## src/rtl/spio_regs.vh

```
// constants for the scale plc integer slot io block
// ****************************************************************
// Operation
// - two in, two out words per slot
// - weight word is signed selected quantity
// - select code picks value, above five gross
// - status bits 0-2 show target comparison
// - comparator bits follow comparator state
// - enter bit set, cleared by display change
// - bits 9-11 mirror internal inputs
// - bit 12 shows motion
// - bit 13 shows net mode
// - bit 14 marks update, plc ignores data
// - bit 15 data ok, else weight zero
// - load tare edge copies value, net mode
// - clear tare edge zeroes tare, gross
// - tare edge tares weight unless moving
// - print edge prints, zero edge rezeroes
// - target bit starts rise, aborts fall
// - display field leaving zero posts message
// - command bits 12-14 drive free outputs
// - load target edge copies value
// - commands only slot one, select everywhere
// ****************************************************************
`ifndef SPIO_REGS_VH
`define SPIO_REGS_VH
`define SPIO_NUM_SLOTS 4
`define SPIO_SEL_LSB 0
`define SPIO_SEL_MSB 2
`define SPIO_SEL_GROSS 3'h0
`define SPIO_SEL_NET 3'h1
`define SPIO_SEL_DISP 3'h2
`define SPIO_SEL_TARE 3'h3
`define SPIO_SEL_TARGET 3'h4
`define SPIO_SEL_RATE 3'h5
`define SPIO_CMD_LOAD_TARE 3
`define SPIO_CMD_CLR_TARE 4
`define SPIO_CMD_TARE 5
`define SPIO_CMD_PRINT 6
`define SPIO_CMD_ZERO 7
`define SPIO_CMD_TARGET 8
`define SPIO_CMD_MSG_LSB 9
`define SPIO_CMD_MSG_MSB 11
`define SPIO_CMD_OUT_LSB 12
`define SPIO_CMD_OUT_MSB 14
`define SPIO_CMD_LOAD_TGT 15
`define SPIO_ST_ENTER 8
`define SPIO_ST_MOTION 12
`define SPIO_ST_NET 13
`define SPIO_ST_UPDATE 14
`define SPIO_ST_OK 15
`define SPIO_WORD_RST 16'h0000
`define SPIO_MSG_RST 3'h0
`define SPIO_MSG_PROMPT 3'h6
`endif

```

## src/rtl/spio_slot_io.v

```verilog
// slot process-data mapper for the integer and divisions plc format
`timescale 1ns/1ps
`default_nettype none
`include "spio_regs.vh"
module spio_slot_io
(
    input wire clk_in, // 125 MHz system clock
    input wire nrst_in, // async reset, active low
    input wire ce_in, // clock enable, freezes state when low
    input wire update_in, // interface update cycle tick, one pulse
    input wire [63:0] value_words_in, // plc value word per slot
    input wire [63:0] cmd_words_in, // plc command word per slot
    input wire [1:0] rd_slot_in, // slot picked for the read port
    output wire [15:0] weight_word_out, // weight word of rd_slot_in
    output wire [15:0] status_word_out, // status word of rd_slot_in
    output reg update_busy_out, // refresh in progress
    input wire [15:0] gross_in, // gross weight
    input wire [15:0] net_in, // net weight
    input wire [15:0] disp_in, // displayed weight
    input wire [15:0] tare_in, // present tare register
    input wire [15:0] rate_in, // rate
    input wire [2:0] target_cmp_in, // target comparison bits
    input wire [4:0] comparator_in, // comparator 1..5 states
    input wire enter_key_in, // keypad enter, async pin
    input wire [2:0] hw_inputs_in, // internal inputs, async pins
    input wire motion_in, // scale unstable
    input wire net_mode_in, // scale in net mode
    input wire data_ok_in, // normal operating conditions
    input wire [2:0] out_owned_in, // outputs claimed by local logic
    input wire [2:0] local_out_in, // local logic output values
    output reg [15:0] tare_value_out, // value for tare register
    output reg load_tare_out, // load tare pulse
    output reg clear_tare_out, // clear tare pulse
    output reg tare_now_out, // tare present weight pulse
    output reg print_out, // print request pulse
    output reg zero_out, // re-zero request pulse
    output reg target_start_out, // target start pulse
    output reg target_abort_out, // target abort pulse
    output reg [15:0] target_value_out, // target register
    output reg [2:0] message_code_variable_out, // posted message code
    output reg message_post_out, // message posted pulse
    output reg prompt_sequence_trigger_out, // prompt start pulse
    output reg [2:0] disc_out // internal discrete outputs
);
    // ****************************************************************
    // input synchronisers
    // ****************************************************************
    reg [3:0] pin_s1_r; // first stage, read only by second
    reg [3:0] pin_s2_r; // second stage
    reg enter_q_r; // enter level of previous cycle

    // async pins pass two flops before use
    always @(posedge clk_in or negedge nrst_in)
    begin
        if (!nrst_in)
        begin
            pin_s1_r <= 4'h0;
            pin_s2_r <= 4'h0;
            enter_q_r <= 1'b0;
        end
        else if (ce_in)
        begin
            pin_s1_r <= {hw_inputs_in, enter_key_in};
            pin_s2_r <= pin_s1_r;
            enter_q_r <= pin_s2_r[0];
        end
    end

    wire enter_rise = pin_s2_r[0] & ~enter_q_r; // one press event

    // ****************************************************************
    // helpers
    // ****************************************************************
    // value chosen by a select code; codes above five report gross
    function [15:0] sel_value;
        input [2:0] sel;
        input [15:0] g, n, d, t, tg, r;
        begin
            case (sel)
                `SPIO_SEL_NET: sel_value = n;
                `SPIO_SEL_DISP: sel_value = d;
                `SPIO_SEL_TARE: sel_value = t;
                `SPIO_SEL_TARGET: sel_value = tg;
                `SPIO_SEL_RATE: sel_value = r;
                default: sel_value = g; // gross and 6, 7
            endcase
        end
    endfunction

    // a 0 to 1 change of one bit between two command words
    function rise;
        input [15:0] now;
        input [15:0] prev;
        input integer b;
        begin
            rise = now[b] & ~prev[b];
        end
    endfunction

    // ****************************************************************
    // command edge detection, slot one only
    // ****************************************************************
    reg [15:0] cmd_prev_r; // slot one command at last update
    reg enter_flag_r; // sticky enter status
    wire [15:0] cmd0 = cmd_words_in[15:0];
    wire [2:0] msg_now = cmd0[`SPIO_CMD_MSG_MSB:`SPIO_CMD_MSG_LSB];
    wire [2:0] msg_prev =
        cmd_prev_r[`SPIO_CMD_MSG_MSB:`SPIO_CMD_MSG_LSB];
    wire msg_change = update_in & (msg_now != msg_prev);

    // pulses last one cycle, raised on the update tick
    always @(posedge clk_in or negedge nrst_in)
    begin
        if (!nrst_in)
        begin
            cmd_prev_r <= `SPIO_WORD_RST;
            tare_value_out <= `SPIO_WORD_RST;
            target_value_out <= `SPIO_WORD_RST;
            load_tare_out <= 1'b0;
            clear_tare_out <= 1'b0;
            tare_now_out <= 1'b0;
            print_out <= 1'b0;
            zero_out <= 1'b0;
            target_start_out <= 1'b0;
            target_abort_out <= 1'b0;
            message_code_variable_out <= `SPIO_MSG_RST;
            message_post_out <= 1'b0;
            prompt_sequence_trigger_out <= 1'b0;
        end
        else if (ce_in)
        begin
            load_tare_out <= 1'b0;
            clear_tare_out <= 1'b0;
            tare_now_out <= 1'b0;
            print_out <= 1'b0;
            zero_out <= 1'b0;
            target_start_out <= 1'b0;
            target_abort_out <= 1'b0;
            message_post_out <= 1'b0;
            prompt_sequence_trigger_out <= 1'b0;
            if (update_in)
            begin
                cmd_prev_r <= cmd0;
                // value word copied into tare, net mode follows
                if (rise(cmd0, cmd_prev_r, `SPIO_CMD_LOAD_TARE))
                begin
                    tare_value_out <= value_words_in[15:0];
                    load_tare_out <= 1'b1;
                end
                clear_tare_out <=
                    rise(cmd0, cmd_prev_r, `SPIO_CMD_CLR_TARE);
                // motion blocks the tare; plc resends after timeout
                tare_now_out <= rise(cmd0, cmd_prev_r, `SPIO_CMD_TARE) &
                    ~motion_in;
                print_out <=
                    rise(cmd0, cmd_prev_r, `SPIO_CMD_PRINT);
                zero_out <=
                    rise(cmd0, cmd_prev_r, `SPIO_CMD_ZERO);
                target_start_out <=
                    rise(cmd0, cmd_prev_r, `SPIO_CMD_TARGET);
                target_abort_out <=
                    rise(cmd_prev_r, cmd0, `SPIO_CMD_TARGET);
                if (rise(cmd0, cmd_prev_r, `SPIO_CMD_LOAD_TGT))
                    target_value_out <= value_words_in[15:0];
                // only leaving zero starts a new message
                if (msg_prev == `SPIO_MSG_RST && msg_now != `SPIO_MSG_RST)
                begin
                    message_code_variable_out <= msg_now;
                    message_post_out <= 1'b1;
                    prompt_sequence_trigger_out <=
                        (msg_now == `SPIO_MSG_PROMPT);
                end
            end
        end
    end

    // ****************************************************************
    // enter flag and discrete outputs
    // ****************************************************************
    // set wins over a clear arriving in the same cycle
    always @(posedge clk_in or negedge nrst_in)
    begin
        if (!nrst_in)
        begin
            enter_flag_r <= 1'b0;
            disc_out <= 3'h0;
        end
        else if (ce_in)
        begin
            if (enter_rise)
                enter_flag_r <= 1'b1;
            else if (msg_change)
                enter_flag_r <= 1'b0;
            // owned outputs stay with local logic
            disc_out <= (out_owned_in & local_out_in) |
                (~out_owned_in &
                cmd0[`SPIO_CMD_OUT_MSB:`SPIO_CMD_OUT_LSB]);
        end
    end

    // ****************************************************************
    // per slot word builder, one slot a cycle
    // ****************************************************************
    localparam ST_IDLE = 2'b01; // waiting for update
    localparam ST_FILL = 2'b10; // writing slots
    reg [1:0] state_r; // one-hot state
    reg [1:0] slot_r; // slot being written
    reg [15:0] wt_nxt; // weight word for slot_r
    reg [15:0] st_nxt; // status word for slot_r
    reg [2:0] sel_cur; // select code of slot_r

    // compose the two input words for slot_r
    always @*
    begin
        sel_cur = 3'h0;
        case (slot_r)
            2'd0: sel_cur = cmd_words_in[2:0];
            2'd1: sel_cur = cmd_words_in[18:16];
            2'd2: sel_cur = cmd_words_in[34:32];
            default: sel_cur = cmd_words_in[50:48];
        endcase
        // bad conditions force a zero weight
        wt_nxt = data_ok_in ? sel_value(sel_cur, gross_in, net_in,
            disp_in, tare_in, target_value_out, rate_in) :
            `SPIO_WORD_RST;
        st_nxt = `SPIO_WORD_RST;
        st_nxt[2:0] = target_cmp_in;
        st_nxt[7:3] = {comparator_in[0], comparator_in[1],
            comparator_in[2], comparator_in[3], comparator_in[4]};
        st_nxt[`SPIO_ST_ENTER] = enter_flag_r;
        st_nxt[11:9] = pin_s2_r[3:1];
        st_nxt[`SPIO_ST_MOTION] = motion_in;
        st_nxt[`SPIO_ST_NET] = net_mode_in;
        st_nxt[`SPIO_ST_UPDATE] = 1'b0; // busy is overlaid on read
        st_nxt[`SPIO_ST_OK] = data_ok_in;
    end

    // walk all slots after each update tick seen while idle
    always @(posedge clk_in or negedge nrst_in)
    begin
        if (!nrst_in)
        begin
            state_r <= ST_IDLE;
            slot_r <= 2'd0;
            update_busy_out <= 1'b1;
        end
        else if (ce_in)
        begin
            case (state_r)
                ST_IDLE:
                begin
                    if (update_in)
                    begin
                        state_r <= ST_FILL;
                        slot_r <= 2'd0;
                        update_busy_out <= 1'b1;
                    end
                    else
                        update_busy_out <= 1'b0;
                end
                ST_FILL:
                begin
                    slot_r <= slot_r + 2'd1;
                    if (slot_r == 2'd3)
                        state_r <= ST_IDLE;
                end
                default:
                    state_r <= ST_IDLE;
            endcase
        end
    end

    wire [31:0] rd_word; // registered read data
    spio_slot_mem u_mem
    (
        .clk_in(clk_in),
        .nrst_in(nrst_in),
        .ce_in(ce_in),
        .we_in(state_r == ST_FILL),
        .waddr_in(slot_r),
        .wdata_in({st_nxt, wt_nxt}),
        .raddr_in(rd_slot_in),
        .rdata_out(rd_word)
    );

    assign weight_word_out = rd_word[15:0];
    // busy flag warns the plc that words may be mixed
    assign status_word_out = rd_word[31:16] |
        {1'b0, update_busy_out, 14'h0000};
endmodule // spio_slot_io
`default_nettype wire

```

## src/rtl/spio_slot_mem.v

```verilog
// small register memory holding the per-slot weight and status words
`timescale 1ns/1ps
`default_nettype none
module spio_slot_mem
(
    input wire clk_in, // system clock
    input wire nrst_in, // async reset, active low
    input wire ce_in, // clock enable
    input wire we_in, // write strobe
    input wire [1:0] waddr_in, // write slot
    input wire [31:0] wdata_in, // status and weight word
    input wire [1:0] raddr_in, // read slot
    output reg [31:0] rdata_out // registered read data
);
    // storage, one word pair per slot
    reg [31:0] mem_r [0:3];
    integer i;

    // write port and registered read port
    always @(posedge clk_in or negedge nrst_in)
    begin
        if (!nrst_in)
        begin
            for (i = 0; i < 4; i = i + 1)
                mem_r[i] <= 32'h0000_0000;
            rdata_out <= 32'h0000_0000;
        end
        else if (ce_in)
        begin
            if (we_in)
                mem_r[waddr_in] <= wdata_in;
            rdata_out <= mem_r[raddr_in];
        end
    end
endmodule // spio_slot_mem
`default_nettype wire

```

## config.mk

```make
export PLATFORM = sky130hd
export DESIGN_NAME = spio_slot_io
export DESIGN_NICKNAME = d
export VERILOG_FILES = /design/src/rtl/spio_slot_io.v /design/src/rtl/spio_slot_mem.v
export VERILOG_INCLUDE_DIRS = /design/src /design/src/rtl
export SDC_FILE = /design/constraint.sdc
export NUM_CORES = 1
export LEC_CHECK = 0
export BUFFER_PORTS_ARGS = -buffer_cell sky130_fd_sc_hd__buf_2
export CELL_PAD_IN_SITES_DETAIL_PLACEMENT = 0
export CELL_PAD_IN_SITES_GLOBAL_PLACEMENT = 2
export CORE_ASPECT_RATIO = 0.75
export CORE_MARGIN = 2
export CORE_UTILIZATION = 34
export DETAILED_ROUTE_END_ITERATION = 16
export GPL_TIMING_DRIVEN = 0
export PLACE_DENSITY_LB_ADDON = 0.1
export SLEW_MARGIN = 20
export SYNTH_ARGS = -nofsm -noshare
export SYNTH_HDL_FRONTEND = slang
export SYNTH_HIERARCHICAL = 1
export SYNTH_SLANG_ARGS = --single-unit
```

## constraint.sdc

```tcl
create_clock -name clk_in -period 3 [get_ports clk_in]
set_clock_uncertainty 0.05 [all_clocks]
set_input_delay 0.3 -clock clk_in [delete_from_list [all_inputs] [get_ports clk_in]]
set_output_delay 0.3 -clock clk_in [all_outputs]
set_load 0.005 [all_outputs]
```

==> key figures, run 1 <==
Status
  • Outcome: complete, no violations

Critical path
  • Top delay family on crit path: compound AO/OA/AOI/OAI gates
  • CP startpoint kind: register
  • CP Cell Sequence: inv_1 > ha_1 > a222oi_1 > buf_4 > a21oi_2 > buf_2 > o21ai_1 > a221oi_1 > o221a_1 > mux2_2
  • R2r setup slk: between 100 and 150 ps
  • Worst setup path category: reg2reg
  • WP data arrival: 3340 ps
  • CP required: around 3400 ps
  • WP buf/inv: 3
  • Worst Reg-to-Reg Cells: 10
  • Worst path max stage delay: about 450 ps
  • Worst path slowest cell: dfrtp_2
  • Critical R2R Launch: slot_r[0]
  • Critical Path Fanout Max: 10
  • Crit end category: register
  • Reg-to-Reg End: u_mem/mem_r[69]

Logic synthesis
  • Post-synthesis cell type count: 53
  • Predominant post-synthesis flop cell: dfrtp_1
  • Synthesized area: 10800 sq um
  • Synth area leaders: dfrtp_1, mux2_2, mux2i_1
  • Synth cell count leaders: dfrtp_1, mux2_2, mux2i_1
  • Synth warn: 6
  • Syn Area/Cell: between 10 and 15 sq um
  • EDFF count, synth: 0
  • Flops & latches, synth: 232
  • Yosys top cell by area: dfrtp_1
  • Ys async rst share: 100%
  • Top-area cell type share of the netlist area: roughly 53%
  • Gate count after technology mapping: around 830
  • Cell with the most instances after synthesis: dfrtp_1
  • Sequential-to-total area share from yosys stat: a little over half

STA
  • Slew Viols, Final: 0
  • Fin. Hold Viols: 0
  • Fin Hold WS: ~16 ps
  • Final setup vio count: 0
  • Worst Slack Setup Final: ~100 ps
  • Slew Limit Headroom: 48.9%
  • Final period util: 96.7%
  • RSZ-0062 raised after global routing: no
  • Clock period minus worst slack: 2900 ps
  • Maximum clock rate: 345 MHz
  • Worst-margin pin slew: roughly 760 ps

Cells and area
  • Fin util: between 40% and 50%
  • Fin nets: 1375
  • Share of layout cells above drive strength 1: 42.9%
  • Non-filler cells, final: 1569
  • Synthesis-to-layout area growth: 29.3%

Placed design
  • Placed cells: around 1500
  • RD Place Congestion: roughly 0.75
  • Place WS: -326 ps
  • DP HPWL: ~23 mm
  • Input/output buffers: around 230

Clock network
  • Clock transition at path regs: roughly 60 ps
  • Clock sink count: 232
  • CTS tree: done
  • Root Buffer: clkbuf_16
  • Clock Path Buffers: 3
  • Htree depth: 1
  • Inserted Clock Buffers: 26
  • Worst-Skew Late Latency: 550 ps

Detailed routing
  • First-pass iteration count of the detailed router: 4
  • Via count: 7879
  • Antenna Violating Nets Remaining: 0
  • Initial DRC count: ~360
  • Wire per inst: slightly above 20 microns
  • DRT Wirelength: 32.4 mm
  • DRC Markers: 0
  • Vias per cell: 5.02

Min path
  • Hold Path Stages: 3
  • HP Class: in2reg
  • Min-Delay Endpoint: disc_out[1]
  • Min-Delay Startpoint: local_out_in[1]

Global routing
  • GRT Util Overall: between 10% and 20%
  • Global-route wire length before repair: roughly 50 mm
  • Grt ovf: 0
  • Number of global-route vias before repair: 8369
  • Largest net degree at the start of global routing: a little over 90
  • Initial antenna violation count: 18

Floorplan
  • Core Box Area: around 31000 sq um
  • Die Span X: ~210 microns
  • Row count: 56
  • Die area: roughly 33000 sq um
  • # IOs: ~320
  • Chip height: approximately 160 microns
  • Starting Density: about a third

Power and ir drop
  • Max IR drop VDD: 592 uV
  • Total Power: ~12 mW
  • Leakage power: about 6.8 nW
  • PwrDens: about 830 nW/um^2

Run
  • Max_cap viols: 0
[logic make-up after synthesis]
family | synth area share (%)
AOI/OAI and AO/OA | 9.54
xor gates and xnor gates | 0.244
adders and majority gates | 0.464
buffers and inverters | 3.33
DFF | 53.9
muxes | 25.8
other | 0.0348
and+or+nand+nor | 6.69
[cell type report]
class	instances	area [sq um]
Fill cell	2970	17300
Sequential cell	232	5810
Multi-Input combinational cell	529	4660
Timing Repair Buffer	277	1670
Clock buffer	36	738
Tap cell	406	508
Buffer	54	308
Clock inverter	12	154
Inverter	16	60.1
Antenna cell	7	17.5
[state kept, by name, summed over array words and instances (netlist names), 2 cells and up]
register	count
message_code_variable_out	3
u_mem/mem_r	128
cmd_prev_r	10
target_value_out	16
disc_out	3
pin_s1_r	4
state_r	2
u_mem/rdata_out	32
slot_r	2
pin_s2_r	4
tare_value_out	16
[through the flow]
stage	cell area [sq um]	setup TNS (ps)
after floorplan	10800	0
after global placement	12400	-664310
after detailed placement	12500	-13910
after CTS	13900	0
after global routing	13900	0
final	13900	0
[placed cells by master (no fill, tap or decap), types with 15 or more instances in the layout]
cell type      Yosys  layout
a21oi_1           24      24
buf_2             20     245
clkbuf_1          20      20
clkbuf_16          0      26
dfrtp_1          230     228
dlygate4sd3_1      0      44
inv_1             15      15
mux2_1            16      16
mux2_2           126     126
mux2_4            31      31
mux2i_1           70      68
nand2_1           57      56
nand2b_1          33      33
o221ai_1          37      37
[tightest hold or removal path: cells and delay by family]
kind,cells,cell delay (ps)
AOI/OAI and AO/OA,1,130
buffers and inverters,1,80
muxes,1,60
[power by group]
part | internal (mW) | total, mW | leakage, nW | switching [mW]
sequential | 4.03 | 4.55 | 3.03 | 0.521
combinational | 1.81 | 3.63 | 3.37 | 1.82
clock | 1.98 | 3.32 | 0.432 | 1.34
[routing by layer]
layer,GRT usage [%],vias to the layer above,part of all wire [%]
met1,28.2,3917,49
met4,4.32,22,1.9
met5,0,-,0.46
li1,-,3684,-
met2,30.0,192,42
met3,6.01,64,6.4
[how the worst max path moves through the flow]
stage / startpoint / to / slack [ps] / cells past startpoint
6_report: slot_r[0] / u_mem/mem_r[69] / 100 / 10
2_1_floorplan: slot_r[0] / u_mem/mem_r[5] / 470 / 9
4_1_cts: slot_r[0] / u_mem/mem_r[14] / 60 / 10
3_5_place_dp: slot_r[0] / u_mem/mem_r[6] / -330 / 8
3_3_place_gp: nrst_in / tare_value_out[9] / -2830 / 1
5_1_grt: slot_r[1] / u_mem/mem_r[73] / 7 / 10
[repair_timing]
item | CTS | global route
hold endpoints to repair | 147 | 0
buffers inserted | 3 | 2
endpoints found under the setup margin | 64 | 64
gates resized for setup | 11 | 10
pin swaps | 3 | 0
hold buffers | 44 | 0
Note: power is estimated with default switching activity, not from simulation.
==> run 2, diff against run 1 <==
CORE_MARGIN = default   (was 2)
==> run 2 against run 1 <==
  * First-iteration DRC count is 1.7% lower
  * Combinational power down 1%
  * Utilization is 0.20 points lower
  * Largest cell class unchanged
==> key figures, run 2 (synthesis gave the netlist of run 1 again) <==
Cells and area
  • Top Registers: u_mem/mem_r: 128 flops, u_mem/rdata_out: 32 flops (unchanged)
  • Synthesis-to-layout area growth: 28.7% (was 29.3%)
  • Fin nets: 1374 (was 1375)
  • Fillcell total: 3020 (was 2970)
  • Non-filler cells, final: 1567 (was 1569)
  • Largest Register: u_mem/mem_r (unchanged)
  • Commonest non-fill, non-tap cells in the layout: buf_2, dfrtp_1, mux2_2, mux2i_1, nand2_1 (unchanged)
  • Commonest non-fill, non-tap cell in the layout: buf_2 (unchanged)
  • Share of layout cells above drive strength 1: 42.7% (was 42.9%)
  • Largest register FFs: 128 (unchanged)

Min path
  • Min-Delay Startpoint: cmd_words_in[13] (was local_out_in[1])
  • Hold Path Stages: 3 (unchanged)
  • HP Class: in2reg (unchanged)
  • Min-Delay Endpoint: disc_out[1] (unchanged)

STA
  • Slew Limit Headroom: 50.5% (was 48.9%)
  • Final period util: 94.8% (was 96.7%)
  • Fin. Hold Viols: 0 (unchanged)
  • Maximum clock rate: 352 MHz (was 345 MHz)
  • Fin Hold WS: 29.9 ps (was 15.9 ps)
  • Worst-margin pin slew: 731 ps (was 755 ps)
  • Slew Viols, Final: 0 (unchanged)
  • Final setup vio count: 0 (unchanged)
  • Clock period minus worst slack: 2840 ps (was 2900 ps)

Power and ir drop
  • Total Power: 11.3 mW (was 11.5 mW)
  • Leakage power: 6.80 nW (was 6.83 nW)
  • Max IR drop VDD: 438 uV (was 592 uV)
  • PwrDens: 814 nW/um^2 (was 826 nW/um^2)

Clock network
  • Clock sink count: 232 (unchanged)
  • Worst-Skew Late Latency: 550 ps (about the same)
  • Root Buffer: clkbuf_16 (unchanged)
  • Clock Path Buffers: 3 (unchanged)
  • CTS tree: done (unchanged)
  • Clock transition at path regs: 60 ps (about the same)
  • Inserted Clock Buffers: 26 (unchanged)
  • Htree depth: 1 (unchanged)

Global routing
  • GRT Util Overall: 20.0% (was 19.9%)
  • Largest net degree at the start of global routing: 89 (was 92)
  • Met3 Use GR: 5.74% (was 6.01%)
  • Grt met1 use: 28.7% (was 28.2%)
  • Global-route wire length before repair: 49.6 mm (was 50.4 mm)
  • Gr busiest metal: met2 (unchanged)
  • Grt ovf: 0 (unchanged)
  • Met2 usage: 29.8% (was 30.0%)
  • Initial antenna violation count: 16 (was 18)
  • Number of global-route vias before repair: 8202 (was 8369)

Detailed routing
  • Antenna Violating Nets Remaining: 0 (unchanged)
  • DRC Markers: 0 (unchanged)
  • Wire per inst: 20.4 microns (was 20.7 microns)
  • DRT Wirelength: 31.9 mm (was 32.4 mm)
  • First-pass iteration count of the detailed router: 5 (was 4)
  • Initial DRC count: 351 (was 357)
  • Vias per cell: 5.02 (about the same)
  • Via count: 7874 (was 7879)

Critical path
  • R2r setup slk: 160 ps (was 100 ps)
  • Critical R2R Launch: slot_r[1] (was slot_r[0])
  • Worst setup path category: reg2reg (unchanged)
  • CP Cell Sequence: inv_1 > ha_1 > a222oi_1 > buf_4 > a21oi_2 > clkbuf_2 > o21ai_1 > a221oi_1 > o221a_2 > mux2_2 (was inv_1 > ha_1 > a222oi_1 > buf_4 > a21oi_2 > buf_2 > o21ai_1 > a221oi_1 > o221a_1 > mux2_2)
  • WP buf/inv: 3 (unchanged)
  • Worst path slowest cell: dfrtp_2 (unchanged)
  • Worst path max stage delay: 470 ps (was 450 ps)
  • Worst Reg-to-Reg Cells: 10 (unchanged)
  • WP data arrival: 3280 ps (was 3340 ps)
  • Reg-to-Reg End: u_mem/mem_r[45] (was u_mem/mem_r[69])
  • Top delay family on crit path: compound AO/OA/AOI/OAI gates (unchanged)
  • CP required: 3430 ps (was 3440 ps)
  • Critical Path Fanout Max: 10 (unchanged)
  • CP startpoint kind: register (unchanged)
  • Crit path from: slot_r[1] (was slot_r[0])
  • Crit end category: register (unchanged)

Floorplan
  • # IOs: 315 (unchanged)
  • Chip height: 156 microns (was 158 microns)
  • Core Box Area: 31300 sq um (unchanged)
  • Starting Density: 34.5% (unchanged)
  • Row count: 56 (unchanged)
  • Die Span X: 208 microns (was 210 microns)
  • Die area: 32400 sq um (was 33100 sq um)

Placed design
  • RD Place Congestion: 0.769 (was 0.753)
  • DP HPWL: 22.8 mm (about the same)
  • Input/output buffers: 226 (unchanged)
  • Placed cells: 1465 (unchanged)

Status
  • Outcome: complete, no violations (unchanged)

Run
  • Max_cap viols: 0 (unchanged)
## run 2: what timing repair did
item / in CTS / in global routing
gates resized for setup: 9 / 11
pin swaps: 3 / 2
setup buffers: 3 / 1
setup endpoints to repair: 64 / 64
hold endpoints to repair: 168 / 0
hold buffers: 44 / 0
## run 2: worst max path at each step
stage	end	slack (ps)	cells after the start
6_report	u_mem/mem_r[45]	160	10
5_1_grt	u_mem/mem_r[45]	-4	10
4_1_cts	u_mem/mem_r[73]	50	10
3_5_place_dp	u_mem/mem_r[45]	-360	8
3_3_place_gp	cmd_prev_r[7]	-2880	1
2_1_floorplan	u_mem/mem_r[5]	470	9
## run 2: through the flow
stage | area [sq um] | setup TNS (ps) | setup slack (ps) | utilization (%)
after floorplan | 10800 | 0 | 466 | -
after global placement | 12400 | -674050 | -2880 | 39.8
after detailed placement | 12500 | -17190 | -364 | 40.0
after CTS | 13800 | 0 | 47.2 | 44.2
after global routing | 13900 | -4.12 | -4.12 | 44.3
final | 13900 | 0 | 156 | 44.4
## run 2: report_power, final
group | switching, mW | internal, mW | total (mW)
clock network | 1.30 | 1.84 | 3.14
logic | 1.79 | 1.81 | 3.59
registers | 0.529 | 4.03 | 4.56
## run 2: worst register-to-register path: stages (launching register included)
cell	delay (ps)
dfrtp_2	470
inv_1	100
ha_1	260
a222oi_1	120
buf_4	170
a21oi_2	280
clkbuf_2	310
o21ai_1	90
a221oi_1	400
o221a_2	380
mux2_2	170
## run 2: area by class of cell
cell class                 count  area (sq um)  area share (%)
clock buffer                  37           762            5.49
tap                          406           508            3.66
timing repair buffer         276          1670            12.0
sequential                   232          5810            41.9
multi-input combinational    529          4650            33.5
buffer                        54           309            2.23
clock inverter                 8          81.3           0.586
inverter                      16          60.1           0.433
antenna                        9          22.5           0.162
## run 2: per-layer routing
layer / vias to the layer above / wire length [microns]
met4: 18 / 586
met5: - / 116
met1: 3903 / 15600
met3: 54 / 2100
met2: 223 / 13600
li1: 3676 / -
==> run 3, diff against run 2 <==
PLACE_DENSITY = 0.76   (was default)
PLACE_DENSITY_LB_ADDON = default   (was 0.1)
==> run 3 against run 2 <==
  * First-iteration DRC count rose by 1.4%
  * Utilization increased by 0.052 points
  * Power increased by 1.9%
  * Sequential power about the same
  * Setup slack got worse by 12 ps
  * Wire length fell by 2.4%
  * Global-route usage shrank 0.66 points
  * Register-to-register slack about the same
  * Maximum frequency down 0.43%
  * Count of clock-buffer cells in the layout down 5
  * Critical endpoint is now u_mem/mem_r[36]
  * Largest cell class unchanged
  * Largest power group unchanged
==> key figures, run 3 (synthesis gave the netlist of run 1 again) <==
Status
  • Outcome: complete, no violations (unchanged)

Floorplan
  • Chip height: 156 microns (unchanged)
  • Die area: 32400 sq um (unchanged)
  • Row count: 56 (unchanged)
  • Core Box Area: 31300 sq um (unchanged)
  • # IOs: 315 (unchanged)
  • Starting Density: 34.5% (unchanged)
  • Die Span X: 208 microns (unchanged)

Critical path
  • CP required: 3410 ps (was 3430 ps)
  • WP buf/inv: 3 (unchanged)
  • CP startpoint kind: register (unchanged)
  • Worst path slowest cell: dfrtp_2 (unchanged)
  • Worst path max stage delay: 450 ps (was 470 ps)
  • WP data arrival: 3260 ps (was 3280 ps)
  • CP Cell Sequence: inv_1 > ha_1 > a222oi_1 > buf_4 > a21oi_2 > clkbuf_2 > o21ai_1 > a221oi_1 > o221a_1 > mux2_2 (was inv_1 > ha_1 > a222oi_1 > buf_4 > a21oi_2 > clkbuf_2 > o21ai_1 > a221oi_1 > o221a_2 > mux2_2)
  • Worst setup path category: reg2reg (unchanged)
  • Top delay family on crit path: compound AO/OA/AOI/OAI gates (unchanged)
  • Crit end category: register (unchanged)
  • Critical Path Fanout Max: 10 (unchanged)

Cells and area
  • Share of layout cells above drive strength 1: 43.6% (was 42.7%)
  • Multi-input gate area: 4660 sq um (was 4650 sq um)
  • Finished Cell Area: 13900 sq um (about the same)
  • Largest register FFs: 128 (unchanged)
  • Fin util: 44.4% (about the same)
  • Fin nets: 1370 (was 1374)
  • Largest Register: u_mem/mem_r (unchanged)
  • Fillcell total: 2988 (was 3020)
  • Non-filler cells, final: 1557 (was 1567)
  • Commonest non-fill, non-tap cells in the layout: buf_2, dfrtp_1, mux2_2, mux2i_1, nand2_1 (unchanged)
  • Top Registers: u_mem/mem_r: 128 flops, u_mem/rdata_out: 32 flops (unchanged)
  • Synthesis-to-layout area growth: 28.8% (was 28.7%)
  • Sequential Area: 5810 sq um (unchanged)
  • Commonest non-fill, non-tap cell in the layout: buf_2 (unchanged)

STA
  • Maximum clock rate: 350 MHz (was 352 MHz)
  • Final setup vio count: 0 (unchanged)
  • Worst-margin pin slew: 923 ps (was 731 ps)
  • Fin. Hold Viols: 0 (unchanged)
  • Clock period minus worst slack: 2860 ps (was 2840 ps)
  • Slew Limit Headroom: 37.5% (was 50.5%)
  • Final period util: 95.2% (was 94.8%)
  • Slew Viols, Final: 0 (unchanged)
  • Setup TNS: 0 ps (unchanged)

Global routing
  • Largest net degree at the start of global routing: 78 (was 89)
  • Initial antenna violation count: 6 (was 16)
  • Global-route wire length before repair: 48.6 mm (was 49.6 mm)
  • Grt ovf: 0 (unchanged)
  • GRT Util Overall: 19.3% (was 20.0%)
  • Number of global-route vias before repair: 8393 (was 8202)

Placed design
  • DP HPWL: 22.7 mm (was 22.8 mm)
  • Input/output buffers: 226 (unchanged)
  • Placed cells: 1466 (was 1465)
  • Placed Area: 12500 sq um (about the same)
  • RD Place Congestion: 0.799 (was 0.769)

Clock network
  • Htree depth: 1 (unchanged)
  • Clock transition at path regs: 60 ps (about the same)
  • CTS tree: done (unchanged)
  • Clock sink count: 232 (unchanged)
  • Root Buffer: clkbuf_16 (unchanged)
  • Worst-Skew Late Latency: 530 ps (was 550 ps)
  • Clock Path Buffers: 3 (unchanged)
  • Inserted Clock Buffers: 25 (was 26)

Detailed routing
  • DRT Wirelength: 31.1 mm (was 31.9 mm)
  • Vias per cell: 5.05 (was 5.02)
  • Initial DRC count: 356 (was 351)
  • DRC Markers: 0 (unchanged)
  • Antenna Violating Nets Remaining: 0 (unchanged)
  • Wire per inst: 20.0 microns (was 20.4 microns)
  • Via count: 7856 (was 7874)
  • First-pass iteration count of the detailed router: 4 (was 5)

Power and ir drop
  • PwrDens: 829 nW/um^2 (was 814 nW/um^2)
  • Total Power: 11.5 mW (was 11.3 mW)
  • Leakage power: 6.82 nW (was 6.80 nW)
  • Max IR drop VDD: 413 uV (was 438 uV)

Min path
  • HP Class: in2reg (unchanged)

Run
  • Max_cap viols: 0 (unchanged)
## run 3: cell types whose count changed in the layout (fill, tap and decap cells not counted), sizes merged
cell         before  now
diode             9    3
clkinvlp          2    1
bufinv            1    4
clkbuf           58   53
dlygate4sd3      44   38
buf             265  268
inv              16   18
## run 3: per-layer routing
metal	track usage (%)	wire [microns]
met3	5.39	2080
met2	29.2	13100
met4	4.44	638
met1	27.4	15300
met5	0	43
## run 3: cell type report
cell class | instances | area share [%]
diodes | 3 | 0.0541
plain buffers | 54 | 2.21
clock buffers | 32 | 5.13
clock inverters | 12 | 1.23
inverters | 16 | 0.433
multi-input cells | 529 | 33.6
flip-flops and latches | 232 | 41.9
well taps | 406 | 3.66
repair buffers | 273 | 11.9
## run 3: through the flow
stage / setup WS [ps] / hold WS, ps
final: 144 / 17.8
after global routing: -1.41 / 5.30
after CTS: 5.10 / 0.788
after detailed placement: -324 / 206
after global placement: -2760 / 400
after floorplan: 466 / -45.6
## run 3: final timing paths
path	from	to	slack, ps	cells past startpoint
setup / recovery	slot_r[0]	u_mem/mem_r[36]	140	10
hold / removal	cmd_words_in[14]	disc_out[2]	20	3
setup reg to reg	slot_r[0]	u_mem/mem_r[36]	140	10
hold reg to reg	enter_q_r	enter_flag_r	410	1
max in group asynchronous	nrst_in	state_r[0]	1700	4
min in group asynchronous	nrst_in	u_mem/mem_r[54]	250	2
## run 3: where the power goes
| part | total [mW] | internal [mW] | switching, mW | leakage [nW] |
|---|---|---|---|---|
| registers | 4.56 | 4.03 | 0.532 | 3.03 |
| clock network | 3.32 | 2.02 | 1.30 | 0.438 |
| logic | 3.64 | 1.81 | 1.82 | 3.36 |
## run 3: repair_timing
item / 4_1_cts / 5_1_grt
hold endpoints to repair: 121 / 0
hold buffers: 38 / 0
pin swaps: 3 / 1
endpoints found under the setup margin: 64 / 64
setup buffers: 3 / 3
gates resized for setup: 8 / 15
## run 3: worst reg2reg max path, delay by kind of cell, from the launching register on
family	cells	cell delay, ps
flip-flops	1	450
buffers and inverters	3	620
AO/OA/AOI/OAI	5	1200
multiplexers	1	200
adder cells (fa/ha/maj)	1	280
